## config.mk

```make
export PLATFORM = sky130hd
export DESIGN_NAME = compact_timer_pwm
export DESIGN_NICKNAME = d
export VERILOG_FILES = /design/src/inc/compact_timer_pkg.sv /design/src/hdl/compact_timer_pwm.sv
export SDC_FILE = /design/constraint.sdc
export NUM_CORES = 1
export LEC_CHECK = 0
export ABC_AREA = 1
export ABC_CLOCK_PERIOD_IN_PS = 5200
export BUFFER_PORTS_ARGS = -buffer_cell sky130_fd_sc_hd__buf_4
export CORE_MARGIN = 3
export CORE_UTILIZATION = 62
export DETAILED_ROUTE_END_ITERATION = 8
export GPL_ROUTABILITY_DRIVEN = 0
export PLACE_DENSITY_LB_ADDON = 0.08
export REMOVE_ABC_BUFFERS = 1
export SYNTH_ARGS = -nofsm -noshare
export SYNTH_HDL_FRONTEND = slang
export SYNTH_SLANG_ARGS = --single-unit
```

## constraint.sdc

```tcl
create_clock -name clk_i -period 5.2 [get_ports clk_i]
set_clock_uncertainty 0.15 [all_clocks]
set_input_delay 0.26 -clock clk_i [delete_from_list [all_inputs] [get_ports clk_i]]
set_output_delay 0.26 -clock clk_i [all_outputs]
set_load 0.01 [all_outputs]
```

## src/inc/compact_timer_pkg.sv

```systemverilog
package compact_timer_pkg;

	// ****************************************************
	// Register byte addresses on the bus.
	// ****************************************************
	localparam logic [7:0] OFS_CTRL_A = 8'h00; // Control A.
	localparam logic [7:0] OFS_CTRL_B = 8'h04; // Control B.
	localparam logic [7:0] OFS_CNT_LO = 8'h08; // Counter low.
	localparam logic [7:0] OFS_CNT_HI = 8'h0C; // Counter high.
	localparam logic [7:0] OFS_CMPA_LO = 8'h10; // Compare A low.
	localparam logic [7:0] OFS_CMPA_HI = 8'h14; // Compare A high.
	localparam logic [7:0] OFS_PERIOD = 8'h18; // Compare P.

	// ****************************************************
	// Reset values.
	// ****************************************************
	localparam logic [7:0] CTRL_RST = 8'h00; // Both controls.
	localparam logic [7:0] DATA_RST = 8'h00; // Data bytes.
	localparam logic [15:0] CNT_RST = 16'h0000; // Counter.

	// ****************************************************
	// Timing: core rate and low-speed clock rate.
	// ****************************************************
	localparam int CLK_HZ = 20000000; // Core clock in Hz.
	localparam int SUB_HZ = 32768; // Low-speed clock in Hz.
	localparam int SUB_DIV = CLK_HZ / SUB_HZ; // Cycles per tick.

	// Clock source select codes.
	typedef enum logic [2:0] {
		SRC_SYS_DIV4 = 3'h0,
		SRC_SYS = 3'h1,
		SRC_HS_DIV16 = 3'h2,
		SRC_HS_DIV64 = 3'h3,
		SRC_SUB_A = 3'h4,
		SRC_SUB_B = 3'h5,
		SRC_EXT_RISE = 3'h6,
		SRC_EXT_FALL = 3'h7
	} clk_sel_t;

	// Operating modes.
	typedef enum logic [1:0] {
		MODE_CMP = 2'h0,
		MODE_UNDEF = 2'h1,
		MODE_PWM = 2'h2,
		MODE_TMR = 2'h3
	} mode_t;

	// Control A layout, low three bits reserved.
	typedef struct packed {
		logic pause_control;
		clk_sel_t clock_source_select;
		logic counter_on;
		logic [2:0] rsv;
	} ctrl_a_t;

	// Control B layout.
	typedef struct packed {
		mode_t operating_mode_field;
		logic [1:0] pin_function_field;
		logic output_initial_level;
		logic output_invert;
		logic duty_period_swap;
		logic clear_source_select;
	} ctrl_b_t;

endpackage : compact_timer_pkg

```

## src/hdl/compact_timer_pwm.sv

```systemverilog
`timescale 1ns/1ps
module compact_timer_pwm
	import compact_timer_pkg::*;
(
	input wire logic clk_i,
	input wire logic rst_i,
	input wire logic wb_cyc_i,
	input wire logic wb_stb_i,
	input wire logic wb_we_i,
	input wire logic [7:0] wb_adr_i,
	input wire logic [3:0] wb_sel_i,
	input wire logic [31:0] wb_dat_i,
	output logic [31:0] wb_dat_o,
	output logic wb_ack_o,
	input wire logic external_clock_pin_i,
	output logic timer_output_pin_o,
	output logic timer_output_oe_o,
	output logic compare_a_flag_o,
	output logic compare_p_flag_o
);

	// ****************************************************
	// Storage.
	// ****************************************************
	ctrl_a_t ctrl_a_ff; // Pause, clock select, enable.
	ctrl_b_t ctrl_b_ff; // Mode and pin control.
	logic [15:0] cnt_ff; // The counter itself.
	logic [15:0] cmpa_ff; // Compare A value.
	logic [7:0] cmpp_ff; // Compare P value.
	logic [7:0] buf_ff; // Shared low-byte holding buffer.
	logic on_d_ff; // Enable bit one cycle late.
	logic [5:0] div_ff; // Free divider for ratio clocks.
	logic [9:0] sub_ff; // Divider for the low-speed rate.
	logic ext_s1_ff; // Synchroniser first stage.
	logic ext_s2_ff; // Synchroniser second stage.
	logic ext_s3_ff; // Edge detector history.
	logic lvl_ff; // Output level before inversion.
	logic ack_ff; // Bus answer.

	// ****************************************************
	// Shared arithmetic.
	// ****************************************************
	// Match of the next count against a full word.
	function automatic logic word_hit(input logic [16:0] nv,
		input logic [15:0] val);
		word_hit = (val != 16'h0000) && (nv[15:0] == val);
	endfunction : word_hit

	// ****************************************************
	// Bus decode.
	// ****************************************************
	logic req; // A new request not yet answered.
	logic wr; // Write with the low byte lane enabled.
	logic rd; // Read taken this cycle.
	assign req = wb_cyc_i && wb_stb_i && !ack_ff;
	assign wr = req && wb_we_i && wb_sel_i[0];
	assign rd = req && !wb_we_i;

	// Answer one cycle after the strobe; drop it next cycle.
	always_ff @(posedge clk_i) begin
		if (rst_i) begin
			ack_ff <= 1'b0;
		end else begin
			ack_ff <= req;
		end
	end
	assign wb_ack_o = ack_ff;

	// Read data is captured with the answer, so it stays
	// valid for exactly the cycle in which ack is high.
	always_ff @(posedge clk_i) begin
		if (rst_i) begin
			wb_dat_o <= 32'h00000000;
		end else if (rd) begin
			case (wb_adr_i)
				OFS_CTRL_A: wb_dat_o <= {24'h000000,
					ctrl_a_ff[7:3], 3'h0};
				OFS_CTRL_B: wb_dat_o <= {24'h000000, ctrl_b_ff};
				OFS_CNT_LO: wb_dat_o <= {24'h000000, buf_ff};
				OFS_CNT_HI: wb_dat_o <= {24'h000000, cnt_ff[15:8]};
				OFS_CMPA_LO: wb_dat_o <= {24'h000000, buf_ff};
				OFS_CMPA_HI: wb_dat_o <= {24'h000000,
					cmpa_ff[15:8]};
				OFS_PERIOD: wb_dat_o <= {24'h000000, cmpp_ff};
				default: wb_dat_o <= 32'h00000000;
			endcase
		end else begin
			wb_dat_o <= 32'h00000000;
		end
	end

	// ****************************************************
	// Control and compare registers.
	// ****************************************************
	// Mode changes while running are the writer's hazard;
	// the logic simply follows the new value.
	always_ff @(posedge clk_i) begin
		if (rst_i) begin
			ctrl_a_ff <= ctrl_a_t'(CTRL_RST);
			ctrl_b_ff <= ctrl_b_t'(CTRL_RST);
			cmpp_ff <= DATA_RST;
		end else if (wr) begin
			case (wb_adr_i)
				OFS_CTRL_A: ctrl_a_ff <= ctrl_a_t'({wb_dat_i[7:3],
					3'h0});
				OFS_CTRL_B: ctrl_b_ff <= ctrl_b_t'(wb_dat_i[7:0]);
				OFS_PERIOD: cmpp_ff <= wb_dat_i[7:0];
				default: ;
			endcase
		end
	end

	// Compare A is written as a pair so both halves change
	// together and the comparator never sees a torn value.
	always_ff @(posedge clk_i) begin
		if (rst_i) begin
			cmpa_ff <= CNT_RST;
		end else if (wr && wb_adr_i == OFS_CMPA_HI) begin
			cmpa_ff <= {wb_dat_i[7:0], buf_ff};
		end
	end

	// Holding buffer: filled by compare A low writes or high reads.
	always_ff @(posedge clk_i) begin
		if (rst_i) begin
			buf_ff <= DATA_RST;
		end else if (wr && wb_adr_i == OFS_CMPA_LO) begin
			buf_ff <= wb_dat_i[7:0];
		end else if (rd && wb_adr_i == OFS_CNT_HI) begin
			buf_ff <= cnt_ff[7:0];
		end else if (rd && wb_adr_i == OFS_CMPA_HI) begin
			buf_ff <= cmpa_ff[7:0];
		end
	end

	// ****************************************************
	// Clock source enables.
	// ****************************************************
	// Ratio clocks are one-cycle enables from free dividers.
	always_ff @(posedge clk_i) begin
		if (rst_i) begin
			div_ff <= 6'h00;
			sub_ff <= 10'h000;
		end else begin
			div_ff <= div_ff + 6'h01;
			if (sub_ff == 10'(SUB_DIV - 1)) begin
				sub_ff <= 10'h000;
			end else begin
				sub_ff <= sub_ff + 10'h001;
			end
		end
	end

	// Two stages before any logic looks at the pin.
	always_ff @(posedge clk_i) begin
		if (rst_i) begin
			ext_s1_ff <= 1'b0;
			ext_s2_ff <= 1'b0;
			ext_s3_ff <= 1'b0;
		end else begin
			ext_s1_ff <= external_clock_pin_i;
			ext_s2_ff <= ext_s1_ff;
			ext_s3_ff <= ext_s2_ff;
		end
	end

	logic src_en; // Selected clock source ticks now.
	always_comb begin
		case (ctrl_a_ff.clock_source_select)
			SRC_SYS_DIV4: src_en = (div_ff[1:0] == 2'h3);
			SRC_SYS: src_en = 1'b1;
			SRC_HS_DIV16: src_en = (div_ff[3:0] == 4'hF);
			SRC_HS_DIV64: src_en = (div_ff == 6'h3F);
			SRC_SUB_A, SRC_SUB_B: src_en = (sub_ff == 10'h000);
			SRC_EXT_RISE: src_en = ext_s2_ff && !ext_s3_ff;
			SRC_EXT_FALL: src_en = !ext_s2_ff && ext_s3_ff;
			default: src_en = 1'b0;
		endcase
	end

	// ****************************************************
	// Counter and comparators.
	// ****************************************************
	logic on_rise; // Enable bit went low to high.
	logic tick; // Counter advances this cycle.
	logic [16:0] nv; // Next count with carry.
	logic match_a; // Comparator A hit on this tick.
	logic match_p; // Comparator P hit on this tick.
	logic ovf; // Counter wraps on this tick.
	logic is_pwm; // PWM mode selected.
	logic clr; // Clear instead of increment.
	assign on_rise = ctrl_a_ff.counter_on && !on_d_ff;
	assign tick = ctrl_a_ff.counter_on &&
		!ctrl_a_ff.pause_control && src_en;
	assign nv = {1'b0, cnt_ff} + 17'h00001;
	assign match_a = tick && word_hit(nv, cmpa_ff);
	assign match_p = tick && word_hit(nv, {cmpp_ff, 8'h00});
	assign ovf = tick && nv[16];
	assign is_pwm = ctrl_b_ff.operating_mode_field == MODE_PWM;
	// Overflow wraps to zero by itself, covering a zero P.
	assign clr = is_pwm ?
		(ctrl_b_ff.duty_period_swap ? match_a : match_p) :
		(ctrl_b_ff.clear_source_select ? match_a : match_p);

	always_ff @(posedge clk_i) begin
		if (rst_i) begin
			on_d_ff <= 1'b0;
		end else begin
			on_d_ff <= ctrl_a_ff.counter_on;
		end
	end

	// Software only clears the count via the enable edge.
	always_ff @(posedge clk_i) begin
		if (rst_i) begin
			cnt_ff <= CNT_RST;
		end else if (on_rise) begin
			cnt_ff <= CNT_RST;
		end else if (tick) begin
			cnt_ff <= clr ? CNT_RST : nv[15:0];
		end
	end

	// ****************************************************
	// Request pulses.
	// ****************************************************
	// A-clearing compare mode suppresses the P request.
	always_ff @(posedge clk_i) begin
		if (rst_i) begin
			compare_a_flag_o <= 1'b0;
			compare_p_flag_o <= 1'b0;
		end else begin
			compare_a_flag_o <= match_a;
			compare_p_flag_o <= (match_p || (ovf && cmpp_ff == 8'h00)) &&
				(is_pwm || !ctrl_b_ff.clear_source_select);
		end
	end

	// ****************************************************
	// Output pin.
	// ****************************************************
	logic drive; // Compare or PWM mode drives the pin.
	logic duty_on; // PWM waveform in its active part.
	logic nxt_lvl; // Next level before inversion.
	assign drive = is_pwm ||
		ctrl_b_ff.operating_mode_field == MODE_CMP;
	assign duty_on = ctrl_b_ff.duty_period_swap ?
		(cnt_ff[15:8] < cmpp_ff) : (cnt_ff < cmpa_ff);

	// The level in compare mode is state; in PWM pin function 2 follows
	// the count each cycle, one cycle behind the counter.
	always_comb begin
		nxt_lvl = lvl_ff;
		if (drive && on_rise) begin
			nxt_lvl = ctrl_b_ff.output_initial_level;
		end else if (is_pwm) begin
			case (ctrl_b_ff.pin_function_field)
				2'h0: nxt_lvl = !ctrl_b_ff.output_initial_level;
				2'h1: nxt_lvl = ctrl_b_ff.output_initial_level;
				2'h2: nxt_lvl = duty_on ?
					ctrl_b_ff.output_initial_level :
					!ctrl_b_ff.output_initial_level;
				default: nxt_lvl = lvl_ff;
			endcase
		end else if (drive && match_a) begin
			case (ctrl_b_ff.pin_function_field)
				2'h1: nxt_lvl = 1'b0;
				2'h2: nxt_lvl = 1'b1;
				2'h3: nxt_lvl = !lvl_ff;
				default: nxt_lvl = lvl_ff;
			endcase
		end
	end

	// Pin and enable are registered; timer mode floats it.
	always_ff @(posedge clk_i) begin
		if (rst_i) begin
			lvl_ff <= 1'b0;
			timer_output_pin_o <= 1'b0;
			timer_output_oe_o <= 1'b0;
		end else begin
			lvl_ff <= nxt_lvl;
			timer_output_pin_o <= nxt_lvl ^ ctrl_b_ff.output_invert;
			timer_output_oe_o <= drive;
		end
	end
endmodule : compact_timer_pwm

```

==> flow_metrics.py, run 1 <==
metrics = {
    "synthesis": {
        "synth_top_area_share": 0.323,
        "synth_area_leader_cell": "dfxtp_1",
        "synthTopCellsByCount": "nand2_1, inv_1, dfxtp_1, a21oi_1, nor2_1",
        "synth_cells": 875,
        "ys.warnings.count": 0,
        "yosys.cell_count.top_type": "nand2_1",
        "synth_ff_type": "dfxtp_1",
        "synthTopCellsByArea": "dfxtp_1, nand2_1, inv_1",
        "async_reset_ff_frac": 0,
        "ys_seq_area_frac": 0.323,
        "syn_avg_cell_area_um2": 6.72,
        "synthDistinctLibCells": 48,
        "synth_seq_cells": 95,
        "netlist_area_mm2": 0.00588,
        "synth_edf_count": 0,
    },
    "finish": {
        "drive_gt1_frac": 0.0977,
        "antenna_cells": 0,
        "layout.nets": 984,
        "areaGrowthSynthToFinish_pct": 8.02,
        "finish.instance_area_mm2": 0.00635,
    },
    "status": {
        "status": "completed",
    },
    "clocking": {
        "clk_pin_slew_ns": 0.10,
        "cts_buffer_depth": 2,
        "cts_inserted_buffers": 9,
        "cts-root-buf": "clkbuf_8",
        "cts_tree": "built",
        "cts_sinks": 95,
        "htree_num_levels": 3,
        "clkLatencyLatePin_ns": 0.37,
        "cts_setup_buffers": 0,
    },
    "setup_path": {
        "r2r_cells": 15,
        "r2r-end": "cnt_ff[0]$_SDFFE_PP0P_",
        "r2r_slack_ns": 2.09,
        "cp_cell_sequence": "ha_1 > nand2_1 > nor2_1 > nand2_1 > a31oi_1 > nand2_1 > buf_4 > clkinv_1 > nand3_1 > nor2_2 > nand3_2 > nand2_1 > inv_1 > nand2_1 > a21oi_1",
        "reg2reg_from": "div_ff[0]$_SDFF_PP0_",
        "required_ns": 5.31,
        "cp-start-kind": "flip-flop",
        "criticalPathCategory": "flip-flop to flip-flop",
        "cpPeakStageDelay_ns": 0.38,
        "path_delay_family": "simple AND/OR/NAND/NOR gates",
        "path_buf_inv": 3,
        "crit_top_cell": "nand2_1",
        "cp-end-kind": "flip-flop",
        "cp.arrival_ns": 3.22,
        "cpMaxStageDelayCell": "dfxtp_1",
        "crit_fanout": 20,
        "critPathLaunch": "div_ff[0]$_SDFF_PP0_",
    },
    "routing": {
        "vias": 6110,
        "drt-pass1-iter-count": 5,
        "wl_per_cell_um": 16.0,
        "finalWirelength_mm": 16.6,
        "drc": 0,
        "initialDrtViolationCount": 578,
        "postRouteAntennaNets": 0,
        "viasPerCell": 5.89,
    },
    "die": {
        "die_x_um": 103,
        "io_pins": 87,
        "coreArea_mm2": 0.00898,
        "rows": 34,
        "dieArea_mm2": 0.0107,
        "initial_core_util": 0.655,
        "dieHeight_um": 103,
    },
    "timing": {
        "worst_hold_slack_ns": 0.0234,
        "rsz0062_at_grt": "false",
        "tns_ns": 0,
        "drv_slew": 0,
        "clock.fmax_mhz": 321,
        "period_minus_slack_ns": 3.11,
        "fin_crit_sh": 0.599,
        "tightest_slew_ns": 1.16,
        "hold_violations": 0,
        "setup_viol": 0,
        "fin_ws_ns": 2.09,
        "slew_headroom": 0.217,
    },
    "global_routing": {
        "grt_max_degree": 37,
        "grt_pass1_wl_mm": 26.3,
        "grt.overflow.total": 0,
        "grt_pass1_vias": 5365,
        "antenna_found_initial": 0,
        "grt_usage": 0.315,
    },
    "worst_hold_path": {
        "holdPathStages": 2,
        "min_to": "timer_output_oe_o$_SDFF_PP0_",
        "min_path_type": "primary input to flip-flop",
        "min-delay-start": "rst_i",
    },
    "placement": {
        "io_buffers": 35,
        "post-place-ws_ns": 2.21,
        "placed_cell_area_mm2": 0.00615,
        "dp_hpwl_mm": 12.7,
    },
    "power": {
        "peakVddDrop_uv": 132,
        "powerDensity_mw_per_mm2": 202,
        "power_leakage_nw": 2.84,
        "power.total_mw": 1.28,
    },
    "job": {
        "maxCapViolations": 0,
    },
}
flip-flops by register name, summed over array words and instances (netlist names):
name and flops:
buf_ff 8, cmpa_ff 16, cmpp_ff 8, cnt_ff 16, compare_a_flag_o 1, compare_p_flag_o 1, ctrl_a_ff 5, ctrl_b_ff 8
div_ff 6, ext_s1_ff 1, ext_s2_ff 1, ext_s3_ff 1, lvl_ff 1, on_d_ff 1, sub_ff 10, timer_output_oe_o 1
timer_output_pin_o 1, wb_ack_o 1, wb_dat_o 8
cells by family after synthesis:
group	share of synthesized area
AOI/OAI and AO/OA	0.178
xor gates and xnor gates	0.00979
adders and majority gates	0.0596
buffers and inverters	0.128
DFF	0.323
other	0.000638
and+or+nand+nor	0.300
power by group:
part / total, mW / switching [mW] / internal, mW
clock network: 0.483 / 0.298 / 0.185
registers: 0.736 / 0.00334 / 0.733
logic: 0.0646 / 0.0430 / 0.0216
total: 1.28 / 0.344 / 0.939
worst max path at each step:
stage	endpoint	slack, ns	depth (start not counted)
global placement	cnt_ff[0]$_SDFFE_PP0P_	2.26	15
global route	cnt_ff[0]$_SDFFE_PP0P_	1.89	15
detailed placement	cnt_ff[0]$_SDFFE_PP0P_	2.21	15
floorplan	cnt_ff[0]$_SDFFE_PP0P_	2.69	14
CTS	cnt_ff[0]$_SDFFE_PP0P_	2.18	15
finish	cnt_ff[0]$_SDFFE_PP0P_	2.09	15
timing repair:
| item | CTS | global route |
|---|---|---|
| gates resized for setup | 0 | 0 |
| hold buffers | 1 | 0 |
| endpoints found under the hold margin | 1 | 0 |
layout by cell type (no fill, tap or decap), types with 4 or more instances in the layout:
| master | count |
|---|---|
| ha_1 | 28 |
| nand2_1 | 170 |
| nand3_2 | 7 |
| nor2_2 | 4 |
| nand3_1 | 47 |
| nand2_2 | 7 |
| inv_2 | 4 |
| o21ai_0 | 66 |
| xor2_1 | 4 |
| inv_1 | 125 |
| nand4_1 | 31 |
| nor3_1 | 12 |
| o31ai_1 | 6 |
| a21oi_1 | 82 |
| dfxtp_1 | 95 |
| nor2_1 | 80 |
| o22ai_1 | 19 |
| clkbuf_8 | 9 |
| buf_4 | 38 |
| a31oi_1 | 5 |
| conb_1 | 24 |
metrics by stage:
step                cells   util
CTS                  1037  0.708
global placement     1020  0.685
floorplan             856      -
finish               1037  0.708
global route         1037  0.708
detailed placement   1020  0.685
routing by layer:
layer / wire, µm / global-route usage
met4: 622 / 0.114
met5: 0 / 0
met1: 6500 / 0.405
met3: 1680 / 0.0563
met2: 7780 / 0.530
final cells by class:
cell class | count | area [µm²]
repair buffers | 39 | 295
fillers | 775 | 2620
inverters | 132 | 497
flip-flops and latches | 95 | 1900
clock buffers | 9 | 124
multi-input cells | 629 | 3310
clock inverters | 7 | 66.3
well taps | 126 | 158
Note: power is estimated with default switching activity, not from simulation.
==> run 2: changes to the inputs <==
--- a/config.mk
+++ b/config.mk
@@ -6,10 +6,10 @@
 export NUM_CORES = 1
 export LEC_CHECK = 0
 export ABC_AREA = 1
-export ABC_CLOCK_PERIOD_IN_PS = 5200
+export ABC_CLOCK_PERIOD_IN_PS = 2650
 export BUFFER_PORTS_ARGS = -buffer_cell sky130_fd_sc_hd__buf_4
 export CORE_MARGIN = 3
-export CORE_UTILIZATION = 62
+export CORE_UTILIZATION = 52
 export DETAILED_ROUTE_END_ITERATION = 8
 export GPL_ROUTABILITY_DRIVEN = 0
 export PLACE_DENSITY_LB_ADDON = 0.08
==> constraint.sdc (replaced) <==
create_clock -name clk_i -period 2.65 [get_ports clk_i]
set_clock_uncertainty 0.15 [all_clocks]
set_input_delay 0.1325 -clock clk_i [delete_from_list [all_inputs] [get_ports clk_i]]
set_output_delay 0.1325 -clock clk_i [all_outputs]
set_load 0.01 [all_outputs]
==> run 2 against run 1 <==
Net effect: non-clock buffer count increased by 33; flip-flop and latch count stayed put; utilization fell by 8.1 points; worst setup slack worse by 1.9 ns; final area is 7.9% higher; critical path depth rose by 2; die area increased by 18%; total power rose by 120%; critical endpoint is now timer_output_pin_o$_SDFF_PP0_; largest power group unchanged; highest routed layer unchanged.
==> flow_metrics.py, run 2 (synthesis results as in run 1) <==
metrics = {
    "finish": {
        "antenna_cells": 0,
        "layout.nets": 1017,
        "final_cell_mix": "nand2_1, inv_1, dfxtp_1",
        "multi_input_area_mm2": 0.00339,
        "fillers": 1006,
        "final_common_cell": "nand2_1",
        "reg_top3": "cmpa_ff (16), cnt_ff (16), sub_ff (10)",
        "areaGrowthSynthToFinish_pct": 16.5,
        "finish.instance_area_mm2": 0.00685,
        "final-seq-area_mm2": 0.00191,
        "drive_gt1_frac": 0.140,
    },
    "clocking": {
        "cts-root-buf": "clkbuf_16",
        "clk_pin_slew_ns": 0.07,
        "htree_num_levels": 3,
        "clkLatencyLatePin_ns": 0.35,
        "cts_inserted_buffers": 9,
        "cts_setup_buffers": 0,
        "cts_sinks": 95,
        "cts_buffer_depth": 2,
        "cts_tree": "built",
    },
    "routing": {
        "drc": 0,
        "viasPerCell": 5.68,
        "finalWirelength_mm": 17.7,
        "postRouteAntennaNets": 0,
        "drt-pass1-iter-count": 5,
        "vias": 6153,
        "wl_per_cell_um": 16.3,
        "initialDrtViolationCount": 521,
    },
    "global_routing": {
        "grt_usage": 0.276,
        "grt_pass1_vias": 5665,
        "met1_usage": 0.367,
        "grt_max_degree": 36,
        "gr-usage-met3": 0.0496,
        "grt.overflow.total": 0,
        "grt_pass1_wl_mm": 27.8,
        "grt-busiest-layer": "met2",
        "grt_util_met2": 0.439,
        "antenna_found_initial": 0,
    },
    "worst_hold_path": {
        "min_path_type": "primary input to flip-flop",
    },
    "timing": {
        "setup_viol": 0,
        "fin_ws_ns": 0.160,
        "tightest_slew_ns": 0.567,
        "period_minus_slack_ns": 2.49,
        "fin_crit_sh": 0.939,
        "drv_slew": 0,
        "clock.fmax_mhz": 402,
        "slew_headroom": 0.617,
        "hold_violations": 0,
    },
    "power": {
        "clockPowerShare": 0.449,
        "power_leakage_nw": 3.08,
        "combPwrFrac": 0.049,
        "switching_share": 0.240,
        "power_switching_mw": 0.690,
        "power.total_mw": 2.87,
        "powerDensity_mw_per_mm2": 420,
        "peakVddDrop_uv": 315,
        "internal_power_mw": 2.19,
        "power_frac_seq": 0.502,
    },
    "setup_path": {
        "required_ns": 2.75,
        "cp-end-kind": "flip-flop",
        "crit_fanout": 5,
        "criticalPathCategory": "flip-flop to flip-flop",
        "cp-start-kind": "flip-flop",
        "cp.arrival_ns": 2.59,
    },
    "die": {
        "rows": 38,
        "die_x_um": 112,
        "dieHeight_um": 112,
        "coreArea_mm2": 0.0109,
        "initial_core_util": 0.538,
        "io_pins": 87,
        "dieArea_mm2": 0.0126,
    },
    "status": {
        "status": "completed",
    },
    "placement": {
        "post-place-ws_ns": 0.0597,
        "dp_hpwl_mm": 13.4,
        "io_buffers": 35,
        "placed_cell_area_mm2": 0.00638,
    },
    "job": {
        "maxCapViolations": 0,
    },
}
==> run 2: cell count changes in the layout (fill, tap and decap cells not counted), sizes merged <==
cell	delta
buf	+26
dlygate4sd3	+7
clkbuf	+2
clkinv	-1
clkinvlp	-1
==> run 2: layer usage <==
layer	wire length, µm	vias to the layer above	share of wire
met5	0	-	0
met4	717	0	0.041
li1	-	2999	-
met1	7620	2819	0.43
met2	8030	277	0.45
met3	1320	58	0.075
==> run 2: final timing paths <==
| kind | from | end | cells past startpoint | slack [ns] |
|---|---|---|---|---|
| min | wb_dat_i[6] | ctrl_a_ff[6]$_SDFFE_PP0P_ | 3 | 0.008 |
| min reg2reg | ext_s1_ff$_SDFF_PP0_ | ext_s2_ff$_SDFF_PP0_ | 2 | 0.26 |
| max | cnt_ff[3]$_SDFFE_PP0P_ | timer_output_pin_o$_SDFF_PP0_ | 17 | 0.16 |
| max reg2reg | cnt_ff[3]$_SDFFE_PP0P_ | timer_output_pin_o$_SDFF_PP0_ | 17 | 0.16 |
==> run 2: stage by stage <==
step / util / hold slack [ns] / cells / TNS, ns
global route: 0.627 / 0.00907 / 1084 / -0.0494
global placement: 0.584 / 0.192 / 1059 / 0
detailed placement: 0.584 / 0.205 / 1059 / 0
finish: 0.627 / 0.00776 / 1084 / 0
floorplan: - / 0.0492 / 856 / 0
CTS: 0.618 / 0.000399 / 1083 / 0
==> run 2: worst max-delay path, stage by stage (launching register included) <==
cell,delay [ns]
dfxtp_1,0.31
buf_4,0.15
ha_1,0.30
nand2_1,0.05
o21ai_0,0.33
nand2_1,0.10
nand2_1,0.10
nand2_1,0.06
nand2_1,0.12
nand2_1,0.08
nand2_1,0.09
nand2_1,0.06
nand2_1,0.05
nand3_1,0.06
nand2_1,0.07
nand3_2,0.09
a21oi_1,0.15
nor2_1,0.06
==> run 2: layout make-up <==
| class | count | area share |
|---|---|---|
| Multi-Input combinational cell | 629 | 0.495 |
| Sequential cell | 95 | 0.279 |
| Timing Repair Buffer | 72 | 0.0856 |
| Inverter | 132 | 0.0725 |
| Clock buffer | 11 | 0.0369 |
| Tap cell | 140 | 0.0256 |
| Clock inverter | 5 | 0.00566 |
==> run 2: power by group through the flow <==
| stage | Clock, mW | Sequential (mW) | Combinational, mW |
|---|---|---|---|
| floorplan | 0 | 1.48 | 0.0664 |
| finish | 1.29 | 1.44 | 0.140 |
| global placement | 0 | 1.48 | 0.124 |
| detailed placement | 0 | 1.48 | 0.126 |
| global route | 1.35 | 1.44 | 0.155 |
| CTS | 1.31 | 1.44 | 0.136 |
==> run 2: timing repair <==
| item | 4_1_cts | 5_1_grt |
|---|---|---|
| endpoints found under the setup margin | 0 | 29 |
| hold buffers | 8 | 0 |
| resized for setup | 0 | 26 |
| hold endpoints to repair | 20 | 0 |
==> run 3: changes to the inputs <==
--- a/config.mk
+++ b/config.mk
@@ -13,7 +13,6 @@
 export DETAILED_ROUTE_END_ITERATION = 8
 export GPL_ROUTABILITY_DRIVEN = 0
 export PLACE_DENSITY_LB_ADDON = 0.08
-export REMOVE_ABC_BUFFERS = 1
 export SYNTH_ARGS = -nofsm -noshare
 export SYNTH_HDL_FRONTEND = slang
 export SYNTH_SLANG_ARGS = --single-unit
==> constraint.sdc (replaced) <==
create_clock -name clk_i -period 2.65 [get_ports clk_i]
set_clock_uncertainty 0.15 [all_clocks]
set_input_delay 0.1325 -clock clk_i [delete_from_list [all_inputs] [get_ports clk_i]]
set_output_delay 0.1325 -clock clk_i [all_outputs]
set_load 0.05 [all_outputs]
==> run 3 against run 2 <==
Net effect: final area rose by 1.3%; count of clock-buffer cells in the layout fell by 2; final cell count rose by 0.92%; sequential power barely moved; utilization rose by 0.81 points; register-to-register slack barely moved; largest power group unchanged.
==> flow_metrics.py, run 3 (synthesis results as in run 1) <==
metrics = {
    "status": {
        "status": "completed",
    },
    "finish": {
        "areaGrowthSynthToFinish_pct": 18.0,
        "antenna_cells": 0,
        "drive_gt1_frac": 0.149,
        "reg_top3": "cmpa_ff (16), cnt_ff (16), sub_ff (10)",
        "final_cell_mix": "nand2_1, inv_1, dfxtp_1",
        "layout.nets": 1027,
        "fillers": 987,
        "final_common_cell": "nand2_1",
    },
    "clocking": {
        "cts_inserted_buffers": 9,
        "clk_pin_slew_ns": 0.08,
        "htree_num_levels": 3,
        "clkLatencyLatePin_ns": 0.36,
        "cts_sinks": 95,
        "cts_tree": "built",
        "cts_setup_buffers": 0,
        "cts_buffer_depth": 2,
        "cts-root-buf": "clkbuf_16",
    },
    "timing": {
        "setup_viol": 0,
        "hold_violations": 0,
        "fin_crit_sh": 0.947,
        "tightest_slew_ns": 0.545,
        "worst_hold_slack_ns": 0.0243,
        "slew_headroom": 0.635,
        "clock.fmax_mhz": 398,
        "drv_slew": 0,
        "period_minus_slack_ns": 2.51,
    },
    "die": {
        "die_x_um": 112,
        "rows": 38,
        "coreArea_mm2": 0.0109,
        "initial_core_util": 0.538,
        "dieArea_mm2": 0.0126,
        "dieHeight_um": 112,
        "io_pins": 87,
    },
    "setup_path": {
        "cp-end-kind": "flip-flop",
        "crit_fanout": 16,
        "r2r_slack_ns": 0.15,
        "criticalPathCategory": "primary input to flip-flop",
        "r2r_cells": 17,
        "cp-start-kind": "primary input",
        "cp.arrival_ns": 2.61,
        "reg2reg_from": "cnt_ff[1]$_SDFFE_PP0P_",
        "required_ns": 2.75,
        "r2r-end": "timer_output_pin_o$_SDFF_PP0_",
    },
    "routing": {
        "wl_per_cell_um": 16.5,
        "drt-pass1-iter-count": 5,
        "finalWirelength_mm": 18.1,
        "postRouteAntennaNets": 0,
        "initialDrtViolationCount": 628,
        "drc": 0,
        "viasPerCell": 5.64,
        "vias": 6172,
    },
    "placement": {
        "dp_hpwl_mm": 13.7,
        "io_buffers": 35,
    },
    "worst_hold_path": {
        "min-delay-start": "wb_dat_i[3]",
        "min_to": "ctrl_b_ff[3]$_SDFFE_PP0P_",
        "min_path_type": "primary input to flip-flop",
        "holdPathStages": 3,
    },
    "global_routing": {
        "grt.overflow.total": 0,
        "grt_usage": 0.282,
        "grt_pass1_wl_mm": 28.4,
        "antenna_found_initial": 0,
        "grt_max_degree": 27,
        "grt_pass1_vias": 5738,
    },
    "job": {
        "maxCapViolations": 0,
    },
    "power": {
        "power_leakage_nw": 3.13,
        "power.total_mw": 3.07,
        "peakVddDrop_uv": 323,
        "powerDensity_mw_per_mm2": 442,
    },
}
-- run 3: worst max-delay path by stage --
stage	from	to	slack, ns	cells after the start
after floorplan	cnt_ff[1]$_SDFFE_PP0P_	cnt_ff[1]$_SDFFE_PP0P_	0.36	17
after global placement	cnt_ff[2]$_SDFFE_PP0P_	timer_output_pin_o$_SDFF_PP0_	0.17	16
after detailed placement	cnt_ff[0]$_SDFFE_PP0P_	timer_output_pin_o$_SDFF_PP0_	0.09	17
after CTS	wb_stb_i	buf_ff[0]$_SDFFE_PP0P_	0.08	16
after global routing	cnt_ff[1]$_SDFFE_PP0P_	cnt_ff[2]$_SDFFE_PP0P_	-0.01	17
final	wb_stb_i	buf_ff[5]$_SDFFE_PP0P_	0.14	15
-- run 3: worst max-delay path: stages --
cell and delay [ns]:
dlygate4sd3_1 0.53, buf_4 0.10, nand2_1 0.04, nor2_1 0.11, dlygate4sd3_1 0.58, inv_1 0.06, nor2_2 0.14, inv_1 0.09
nor2_2 0.14, buf_6 0.18, nand2_1 0.06, o21ai_0 0.11, o22ai_1 0.12, o21ai_0 0.17, inv_1 0.05
-- run 3: final cells by class --
class                      instances  area, µm²  share of cell area
clock inverter                     7        103              0.0148
timing repair buffer              82        658              0.0948
clock buffer                       9        225              0.0324
tap                              140        175              0.0252
inverter                         132        497              0.0716
sequential                        95       1910               0.275
multi-input combinational        629       3370               0.486
-- run 3: routing by layer --
metal  wire, µm  GRT usage  share of wire  up-vias
met5          0          0              0        -
met4        578     0.0986          0.032        0
met3       1650     0.0625          0.091       56
met2       8400      0.469           0.46      313
met1       7470      0.361           0.41     2791
li1           -          -              -     3012
-- run 3: repair_timing --
item	in CTS	in global routing
resized for setup	0	25
hold buffers	9	0
hold endpoints to repair	24	0
endpoints found under the setup margin	0	27
-- run 3: metrics by stage --
step | utilization | setup TNS, ns | setup slack (ns) | instance area, µm² | std cells
after floorplan | - | 0 | 0.357 | 5970 | 898
after detailed placement | 0.589 | 0 | 0.0904 | 6440 | 1069
after global routing | 0.635 | -0.0105 | -0.0105 | 6940 | 1094
final | 0.635 | 0 | 0.140 | 6940 | 1094
after CTS | 0.628 | 0 | 0.0841 | 6860 | 1094
after global placement | 0.589 | 0 | 0.170 | 6440 | 1069
-- run 3: report_power, final --
part | total [mW] | leakage, nW | internal [mW] | switching [mW]
combinational | 0.206 | 2.20 | 0.0521 | 0.154
clock | 1.42 | 0.159 | 0.765 | 0.657
sequential | 1.44 | 0.769 | 1.44 | 0.00630
